File: src/core/swcd_defines.svh
// Offsets, field positions, reset values and timing counts of the switch configuration decode
// Overview of operation
// Dual mode ignores code top bit; low pair A/B, high pair C/D, channel n.
// Single mode uses full 4-bit code to pick one of sixteen channels.
// Termination enable cleared disconnects all input terminations, whatever the pulse bits.
// Termination enable set connects inputs; only pulse bits may briefly disconnect.
// Pulse bit set disconnects that channel 100 ms on every source switch.
// Pulse bit cleared keeps that channel connected across source switches.
// Pulse bits 0-3 B0-B3, 4-7 A0-A3, 8-11 C3-C0, 12-15 D3-D0.
// Equalizer bits share that mapping; clear is 6 dB, set is 12 dB.
// One 2-bit pre-emphasis code for all outputs: 0, 2, 4, 6 dB.
// First byte covers sources A and B, second byte sources C and D.
// Own-clock counter times disconnect; new switch restarts it; idle after reset.
`ifndef SWCD_DEFINES_SVH
`define SWCD_DEFINES_SVH

`define SWCD_ADDR_W 8
`define SWCD_OFS_RX_SET 8'h00
`define SWCD_OFS_PT_LO 8'h04
`define SWCD_OFS_PT_HI 8'h08
`define SWCD_OFS_EQ_LO 8'h0C
`define SWCD_OFS_EQ_HI 8'h10
`define SWCD_OFS_TX_SET 8'h14
`define SWCD_OFS_AUX_CTL 8'h18
`define SWCD_OFS_SRC_SEL 8'h1C
`define SWCD_OFS_STATUS 8'h20

`define SWCD_RX_TERM_BIT 0
`define SWCD_OUTPUT_PREEMPH_LEVEL_LSB 2
`define SWCD_AUX_MODE_BIT 4

`define SWCD_RST_RX_SET 8'h01
`define SWCD_RST_BYTE 8'h00
`define SWCD_RST_SRC 2'h0

`define SWCD_RESP_OKAY 2'h0
`define SWCD_RESP_SLVERR 2'h2

`define SWCD_CLK_HZ 10000000
`define SWCD_PULSE_MS 100
`define SWCD_PULSE_CYC (`SWCD_PULSE_MS * (`SWCD_CLK_HZ / 1000))

`endif

File: src/core/swcd_pkg.sv
// Types shared by the switch configuration decode
package swcd_pkg;

  typedef enum logic {SWCD_BUNDLE_DUAL, SWCD_BUNDLE_SINGLE} swcd_bundle_e;

  // Auxiliary routing: natural channel index is source*4 + channel
  typedef struct packed {
    logic [3:0] high_sel;
    logic [3:0] low_sel;
  } swcd_aux_s;

endpackage : swcd_pkg

File: src/core/swcd_top.sv
// Switch configuration decode with AXI4-Lite register access
//
// Our own choices: the AXI4-Lite slave port and the address map.
`include "swcd_defines.svh"

module swcd_top #(
  parameter int unsigned PULSE_CYCLES = `SWCD_PULSE_CYC
) (
  // Clock and reset
  input wire logic clk_sys_i,
  input wire logic reset_i,
  // AXI4-Lite write channels
  input wire logic [`SWCD_ADDR_W-1:0] s_axi_awaddr_i,
  input wire logic s_axi_awvalid_i,
  output logic s_axi_awready_o,
  input wire logic [31:0] s_axi_wdata_i,
  input wire logic [3:0] s_axi_wstrb_i,
  input wire logic s_axi_wvalid_i,
  output logic s_axi_wready_o,
  output logic [1:0] s_axi_bresp_o,
  output logic s_axi_bvalid_o,
  input wire logic s_axi_bready_i,
  // AXI4-Lite read channels
  input wire logic [`SWCD_ADDR_W-1:0] s_axi_araddr_i,
  input wire logic s_axi_arvalid_i,
  output logic s_axi_arready_o,
  output logic [31:0] s_axi_rdata_o,
  output logic [1:0] s_axi_rresp_o,
  output logic s_axi_rvalid_o,
  input wire logic s_axi_rready_i,
  // Analog controls, natural channel index source*4 + channel
  output logic [15:0] term_connected_o,
  output logic [15:0] input_eq_level_o,
  output logic [1:0] output_preemph_level_o,
  output logic [1:0] hs_source_o,
  output swcd_pkg::swcd_aux_s aux_common_output_o,
  output logic aux_single_mode_o
);
  import swcd_pkg::*;

  localparam int CW = $clog2(PULSE_CYCLES + 1);

  ////////////////////////////////////////////////////////////////////////////
  // Registers
  logic [7:0] rx_set_reg, pt_lo_reg, pt_hi_reg, eq_lo_reg, eq_hi_reg, tx_set_reg, aux_ctl_reg;
  logic [1:0] src_reg, pe_reg, src_out_reg;
  logic busy_reg, single_reg, chk_live_reg;
  logic [CW-1:0] cnt_reg;
  logic [15:0] term_reg, eq_reg;
  swcd_aux_s aux_reg;
  // Bus state
  logic awready_reg, wready_reg, aw_hold_reg, w_hold_reg, bvalid_reg, arready_reg, rvalid_reg;
  logic [`SWCD_ADDR_W-1:0] aw_addr_reg;
  logic [31:0] w_data_reg, rdata_reg;
  logic [3:0] w_strb_reg;
  logic [1:0] bresp_reg, rresp_reg;
  // Decode nets
  logic do_write, wr_lane0, wr_mapped, sw_evt, rd_mapped;
  logic [31:0] rd_word;
  logic [15:0] pulse_vec, eq_vec, term_next, eq_next;
  swcd_aux_s aux_next;

  ////////////////////////////////////////////////////////////////////////////
  // Write channels: address and data taken in either order, response after both
  assign do_write = aw_hold_reg && w_hold_reg && !bvalid_reg;
  assign wr_lane0 = do_write && w_strb_reg[0];
  // Every word-aligned offset up to the status word is mapped
  assign wr_mapped = (aw_addr_reg <= `SWCD_OFS_STATUS) && (aw_addr_reg[1:0] == 2'b00);
  always_ff @(posedge clk_sys_i or posedge reset_i)
  begin
    if (reset_i)
    begin
      awready_reg <= 1'b0;
      aw_hold_reg <= 1'b0;
      aw_addr_reg <= '0;
    end
    else if (s_axi_awvalid_i && awready_reg)
    begin
      awready_reg <= 1'b0;
      aw_hold_reg <= 1'b1;
      aw_addr_reg <= s_axi_awaddr_i;
    end
    else if (do_write)
      aw_hold_reg <= 1'b0;
    else if (!aw_hold_reg && !bvalid_reg)
      awready_reg <= 1'b1;
  end
  always_ff @(posedge clk_sys_i or posedge reset_i)
  begin
    if (reset_i)
    begin
      wready_reg <= 1'b0;
      w_hold_reg <= 1'b0;
      w_data_reg <= 32'h0000_0000;
      w_strb_reg <= 4'h0;
    end
    else if (s_axi_wvalid_i && wready_reg)
    begin
      wready_reg <= 1'b0;
      w_hold_reg <= 1'b1;
      w_data_reg <= s_axi_wdata_i;
      w_strb_reg <= s_axi_wstrb_i;
    end
    else if (do_write)
      w_hold_reg <= 1'b0;
    else if (!w_hold_reg && !bvalid_reg)
      wready_reg <= 1'b1;
  end
  always_ff @(posedge clk_sys_i or posedge reset_i)
  begin
    if (reset_i)
    begin
      bvalid_reg <= 1'b0;
      bresp_reg <= `SWCD_RESP_OKAY;
    end
    else if (do_write)
    begin
      bvalid_reg <= 1'b1;
      bresp_reg <= wr_mapped ? `SWCD_RESP_OKAY : `SWCD_RESP_SLVERR;
    end
    else if (bvalid_reg && s_axi_bready_i)
      bvalid_reg <= 1'b0;
  end

  ////////////////////////////////////////////////////////////////////////////
  // Register writes; byte lane 0 carries each 8-bit register
  always_ff @(posedge clk_sys_i or posedge reset_i)
  begin
    if (reset_i)
    begin
      rx_set_reg <= `SWCD_RST_RX_SET;
      pt_lo_reg <= `SWCD_RST_BYTE;
      pt_hi_reg <= `SWCD_RST_BYTE;
      eq_lo_reg <= `SWCD_RST_BYTE;
      eq_hi_reg <= `SWCD_RST_BYTE;
      tx_set_reg <= `SWCD_RST_BYTE;
      aux_ctl_reg <= `SWCD_RST_BYTE;
      src_reg <= `SWCD_RST_SRC;
    end
    else if (wr_lane0)
    begin
      unique case (aw_addr_reg)
        `SWCD_OFS_RX_SET: rx_set_reg <= w_data_reg[7:0];
        `SWCD_OFS_PT_LO: pt_lo_reg <= w_data_reg[7:0];
        `SWCD_OFS_PT_HI: pt_hi_reg <= w_data_reg[7:0];
        `SWCD_OFS_EQ_LO: eq_lo_reg <= w_data_reg[7:0];
        `SWCD_OFS_EQ_HI: eq_hi_reg <= w_data_reg[7:0];
        `SWCD_OFS_TX_SET: tx_set_reg <= w_data_reg[7:0];
        `SWCD_OFS_AUX_CTL: aux_ctl_reg <= w_data_reg[7:0];
        `SWCD_OFS_SRC_SEL: src_reg <= w_data_reg[1:0];
        default: ;
      endcase
    end
  end

  ////////////////////////////////////////////////////////////////////////////
  // Disconnect interval; a rewrite of the same source is not a switch
  assign sw_evt = wr_lane0 && (aw_addr_reg == `SWCD_OFS_SRC_SEL)
    && (w_data_reg[1:0] != src_reg);
  always_ff @(posedge clk_sys_i or posedge reset_i)
  begin
    if (reset_i)
    begin
      busy_reg <= 1'b0;
      cnt_reg <= '0;
    end
    else if (sw_evt)
    begin
      busy_reg <= 1'b1;
      cnt_reg <= '0;
    end
    else if (busy_reg)
    begin
      if (cnt_reg == CW'(PULSE_CYCLES - 1))
      begin
        busy_reg <= 1'b0;
        cnt_reg <= '0;
      end
      else
        cnt_reg <= cnt_reg + CW'(1);
    end
  end

  ////////////////////////////////////////////////////////////////////////////
  // Per-channel decode from register bit order to natural channel order
  assign pulse_vec = {pt_hi_reg, pt_lo_reg};
  assign eq_vec = {eq_hi_reg, eq_lo_reg};
  for (genvar i = 0; i < 16; i++)
  begin : g_chan
    localparam int SRC = i / 4;
    localparam int N = i % 4;
    localparam int BITX = (SRC == 0) ? 4 + N : (SRC == 1) ? N : (SRC == 2) ? 11 - N : 15 - N;
    assign term_next[i] = rx_set_reg[`SWCD_RX_TERM_BIT]
      && !(pulse_vec[BITX] && busy_reg);
    assign eq_next[i] = eq_vec[BITX];
  end

  // Dual mode drops the top code bit, so A/B share the low pair and C/D the high
  always_comb
  begin
    if (aux_ctl_reg[`SWCD_AUX_MODE_BIT] == SWCD_BUNDLE_SINGLE)
    begin
      aux_next.low_sel = aux_ctl_reg[3:0];
      aux_next.high_sel = aux_ctl_reg[3:0];
    end
    else
    begin
      aux_next.low_sel = {1'b0, aux_ctl_reg[2:0]};
      aux_next.high_sel = {1'b1, aux_ctl_reg[2:0]};
    end
  end
  always_ff @(posedge clk_sys_i or posedge reset_i)
  begin
    if (reset_i)
    begin
      term_reg <= 16'h0000;
      eq_reg <= 16'h0000;
      pe_reg <= 2'h0;
      src_out_reg <= `SWCD_RST_SRC;
      aux_reg <= '0;
      single_reg <= 1'b0;
    end
    else
    begin
      term_reg <= term_next;
      eq_reg <= eq_next;
      pe_reg <= tx_set_reg[`SWCD_OUTPUT_PREEMPH_LEVEL_LSB +: 2];
      src_out_reg <= src_reg;
      aux_reg <= aux_next;
      single_reg <= aux_ctl_reg[`SWCD_AUX_MODE_BIT];
    end
  end

  ////////////////////////////////////////////////////////////////////////////
  // Read channel; status shows live termination state and the interval
  always_comb
  begin
    rd_mapped = 1'b1;
    rd_word = 32'h0000_0000;
    unique case (s_axi_araddr_i)
      `SWCD_OFS_RX_SET: rd_word[7:0] = rx_set_reg;
      `SWCD_OFS_PT_LO: rd_word[7:0] = pt_lo_reg;
      `SWCD_OFS_PT_HI: rd_word[7:0] = pt_hi_reg;
      `SWCD_OFS_EQ_LO: rd_word[7:0] = eq_lo_reg;
      `SWCD_OFS_EQ_HI: rd_word[7:0] = eq_hi_reg;
      `SWCD_OFS_TX_SET: rd_word[7:0] = tx_set_reg;
      `SWCD_OFS_AUX_CTL: rd_word[7:0] = aux_ctl_reg;
      `SWCD_OFS_SRC_SEL: rd_word[1:0] = src_reg;
      `SWCD_OFS_STATUS: rd_word[16:0] = {busy_reg, term_reg};
      default: rd_mapped = 1'b0;
    endcase
  end
  always_ff @(posedge clk_sys_i or posedge reset_i)
  begin
    if (reset_i)
    begin
      arready_reg <= 1'b0;
      rvalid_reg <= 1'b0;
      rdata_reg <= 32'h0000_0000;
      rresp_reg <= `SWCD_RESP_OKAY;
    end
    else if (s_axi_arvalid_i && arready_reg)
    begin
      arready_reg <= 1'b0;
      rvalid_reg <= 1'b1;
      rdata_reg <= rd_word;
      rresp_reg <= rd_mapped ? `SWCD_RESP_OKAY : `SWCD_RESP_SLVERR;
    end
    else if (rvalid_reg && s_axi_rready_i)
      rvalid_reg <= 1'b0;
    else if (!rvalid_reg)
      arready_reg <= 1'b1;
  end

  assign s_axi_awready_o = awready_reg;
  assign s_axi_wready_o = wready_reg;
  assign s_axi_bvalid_o = bvalid_reg;
  assign s_axi_bresp_o = bresp_reg;
  assign s_axi_arready_o = arready_reg;
  assign s_axi_rvalid_o = rvalid_reg;
  assign s_axi_rdata_o = rdata_reg;
  assign s_axi_rresp_o = rresp_reg;
  assign term_connected_o = term_reg;
  assign input_eq_level_o = eq_reg;
  assign output_preemph_level_o = pe_reg;
  assign hs_source_o = src_out_reg;
  assign aux_common_output_o = aux_reg;
  assign aux_single_mode_o = single_reg;

  ////////////////////////////////////////////////////////////////////////////
  // Checks, armed one edge after reset: output reset values lag the registers
  always_ff @(posedge clk_sys_i or posedge reset_i)
  begin
    if (reset_i)
      chk_live_reg <= 1'b0;
    else
      chk_live_reg <= 1'b1;
  end
endmodule : swcd_top

File: config.mk
export PLATFORM = sky130hd
export DESIGN_NAME = swcd_top
export DESIGN_NICKNAME = d
export VERILOG_FILES = /design/src/core/swcd_pkg.sv /design/src/core/swcd_top.sv
export VERILOG_INCLUDE_DIRS = /design/src /design/src/core
export SDC_FILE = /design/constraint.sdc
export NUM_CORES = 1
export LEC_CHECK = 0
export ABC_AREA = 1
export BUFFER_PORTS_ARGS = -buffer_cell sky130_fd_sc_hd__clkbuf_2
export CORE_UTILIZATION = 30
export CTS_BUF_LIST = sky130_fd_sc_hd__clkbuf_16
export CTS_CLUSTER_SIZE = 30
export DETAILED_ROUTE_END_ITERATION = 12
export GPL_ROUTABILITY_DRIVEN = 0
export PLACE_DENSITY_LB_ADDON = 0.2
export REMOVE_ABC_BUFFERS = 1
export SYNTH_ARGS = -nofsm -noshare
export SYNTH_HDL_FRONTEND = slang
export SYNTH_SLANG_ARGS = --single-unit
File: constraint.sdc
create_clock -name clk_sys_i -period 9.7 [get_ports clk_sys_i]
set_input_delay 0 -clock clk_sys_i [delete_from_list [all_inputs] [get_ports clk_sys_i]]
set_output_delay 0 -clock clk_sys_i [all_outputs]
set_load 0.02 [all_outputs]
==> results by group <==
Drt
  – DRT Pass-1 Iters: 5
  – Wire per inst: 14.8 um
  – WL met1: 9.53 mm
  – Wire length on met2: 8.14 mm
  – Wire length on met3: 933 um
  – Detailed Route WL: 18.8 mm
  – Uppermost layer routed: met4
  – DRC violations left: 0
  – Via density: 4.45
  – Vias after detailed routing: 5653
  – Initial drt markers: 336
  – ANT nets after route: 0

Yosys
  – Yosys warning total: 0
  – Most common cell in the synthesized netlist: nand2_1
  – Ys flop type: dfrtp_1
  – Post-synth cell types: 34
  – Number of synthesized flops with an enable pin: 0
  – Top cells by count, synth: nand2_1 (280), dfrtp_1 (163), nor2_1 (56)
  – Largest area contributor in the netlist: dfrtp_1
  – Post-Syn Area per Cell: 8.79 um^2
  – Share of the synthesized area in the top cell type: 0.566
  – Ranking of synthesized cells by area: dfrtp_1 (57%), nand2_1 (15%), o21ai_1 (3.6%)
  – Synth Instances: 820
  – Post-Syn Area: 0.00721 mm^2
  – Ys async rst share: 1.00
  – Part of the Yosys area used for sequential elements: 0.570
  – Post-synthesis register bit count: 164

Global route
  – Total congestion overflow: 0
  – First-pass GRT wire length: 30.2 mm
  – Initial antenna violation count: 0
  – Largest net degree at the start of global routing: 98
  – All-Layer GR Usage: 0.162
  – Number of global-route vias before repair: 5293

Die
  – Core ar.: 0.0235 mm^2
  – Die Y: 157 um
  – Initial Util: 0.306
  – Die X-Extent: 157 um
  – Die area: 0.0246 mm^2
  – Std cell rows: 56
  – Ports: 145

Setup path
  – Crit start category: flip-flop
  – Crit. End Element: flip-flop
  – Critical path class: reg -> reg
  – Critical path fanouts, max: 21
  – Crit path DAT: 2.43 ns
  – Crit path required time: 10.01 ns

Clocking
  – Setup Buffers After CTS: 0
  – Clock transition at path regs: 0.07 ns
  – TritonCTS Buffers: 17
  – CTS sink cnt: 164
  – Post-CTS sizing: 0
  – H-Tree Depth: 4
  – Worst-Skew Late Latency: 0.43 ns
  – Clock root cell: clkbuf_16
  – CTS tree: done
  – Worst-case clock buffer depth: 2
  – Post-CTS Hold Fix Bufs: 22

Flow run
  – Max-cap viol count: 0

STA
  – Final Max Slew Viols: 0
  – Post-route minimum period: 2.12 ns
  – Unrepaired setup endpoints after global routing: no
  – Fmax: 0.472 GHz
  – Rel. slew slack: 0.356
  – Setup TNS: 0 ns
  – Hold Vio Cnt, Final: 0
  – Endpoints failing setup: 0
  – Worst-margin pin slew: 0.963 ns
  – Worst clock skew: 0.0102 ns
  – Tcrit/Tclk final: 0.218

Final layout
  – Nets: 999
  – Layout cells sized above 1: 0.195
  – FILL cells: 2468
  – FF/Latch Area: 0.00411 mm^2
  – Layout overhead on the synthesized area: 20.5%
  – Non-Filler Instances: 1271
  – Final Util: 0.369
  – ANT cells: 0
  – Max reg flops: 20
  – Area of the multi-input gates: 0.00266 mm^2

Place
  – Post-DP HPWL: 12.5 mm
  – PortBufs: 100
  – DP Cell Count: 1217

Power and ir drop
  – Power Dens Cells: 205 mW/mm^2
  – Peak supply drop: 153 uV
  – Total Power: 1.78 mW
  – Leak: 4.36 nW

Status
  – Outcome: finished clean

Worst hold path
  – HP Class: in -> reg
path summary, 6_finish.rpt:
| kind | start | endpoint | slack, ns | cells past startpoint |
|---|---|---|---|---|
| min in group asynchronous | reset_i | s_axi_rdata_o[2] | 0.31 | 3 |
| max in group asynchronous | reset_i | cnt_reg[1] | 7.94 | 4 |
| worst min register to register | tx_set_reg[3] | output_preemph_level_o[1] | 0.41 | 0 |
| worst max register to register | s_axi_arready_o | s_axi_rresp_o[1] | 7.58 | 4 |
| worst min-delay path | s_axi_araddr_i[2] | s_axi_rresp_o[1] | 0.17 | 6 |
| worst max-delay path | s_axi_arready_o | s_axi_rresp_o[1] | 7.58 | 4 |
critical path: stages (launching register included):
cell	delay (ns)
dfrtp_1	0.39
nand2_1	0.56
clkinv_1	0.70
nand3_1	0.25
o21ai_0	0.10
cells by family (layout without fill, tap and decap cells):
family | Yosys count | after routing | share of synthesized area
AND/OR/NAND/NOR | 416 | 416 | 0.253
flip-flops | 164 | 164 | 0.570
AO/OA/AOI/OAI | 126 | 126 | 0.0887
buffers and inverters | 99 | 215 | 0.0691
XOR/XNOR | 8 | 8 | 0.00972
multiplexers | 5 | 5 | 0.00781
adder cells (fa/ha/maj) | 1 | 1 | 0.00174
other | 1 | 17 | 0.000520
stage by stage:
step	hold WS [ns]	area [um^2]	setup slack, ns
after CTS	0.144	8680	7.51
after floorplan	0.0898	6990	5.27
after global placement	0.183	7910	7.52
after detailed placement	0.196	7910	7.52
final	0.173	8680	7.58
after global routing	0.271	8680	7.34
cell usage in the layout (no fill, tap or decap), types with 2 or more instances in the layout:
master | Yosys | final
a21oi_1 | 26 | 26
clkinvlp_4 | 0 | 3
mux2_2 | 5 | 5
nor2_2 | 14 | 14
nor3_1 | 5 | 5
nor2_1 | 56 | 56
nand2_2 | 7 | 7
inv_6 | 0 | 6
nand3_2 | 4 | 4
o21ai_1 | 52 | 52
inv_1 | 49 | 49
nor2_4 | 5 | 5
clkbuf_2 | 0 | 100
clkinv_1 | 2 | 4
dfrtp_1 | 163 | 163
nand3_1 | 29 | 29
nor3_2 | 3 | 3
nand4_1 | 5 | 5
nand2_1 | 280 | 280
conb_1 | 1 | 17
clkinv_4 | 0 | 2
dlygate4sd3_1 | 0 | 22
xor2_1 | 8 | 8
inv_2 | 9 | 9
o21ai_0 | 45 | 45
clkbuf_16 | 0 | 17
nand4_2 | 4 | 4
routing by layer:
layer  GRT usage  vias up
li1            -     2820
met1       0.239     2687
met2       0.235      130
met3      0.0341       16
met4      0.0518        0
met5           0        -
final cells by class:
cell class                      count  area share
Tap cell                          319      0.0460
Multi-Input combinational cell    573       0.307
Clock buffer                       17      0.0490
Sequential cell                   164       0.473
Timing Repair Buffer              123      0.0839
Inverter                           60      0.0265
Clock inverter                     15      0.0150
power breakdown:
group | total, mW | switching (mW) | internal [mW] | leakage, nW
Combinational | 0.313 | 0.229 | 0.0846 | 1.88
Clock | 0.649 | 0.294 | 0.355 | 0.267
Sequential | 0.815 | 0.0542 | 0.761 | 2.22
Power figures use the tool's default switching activity.
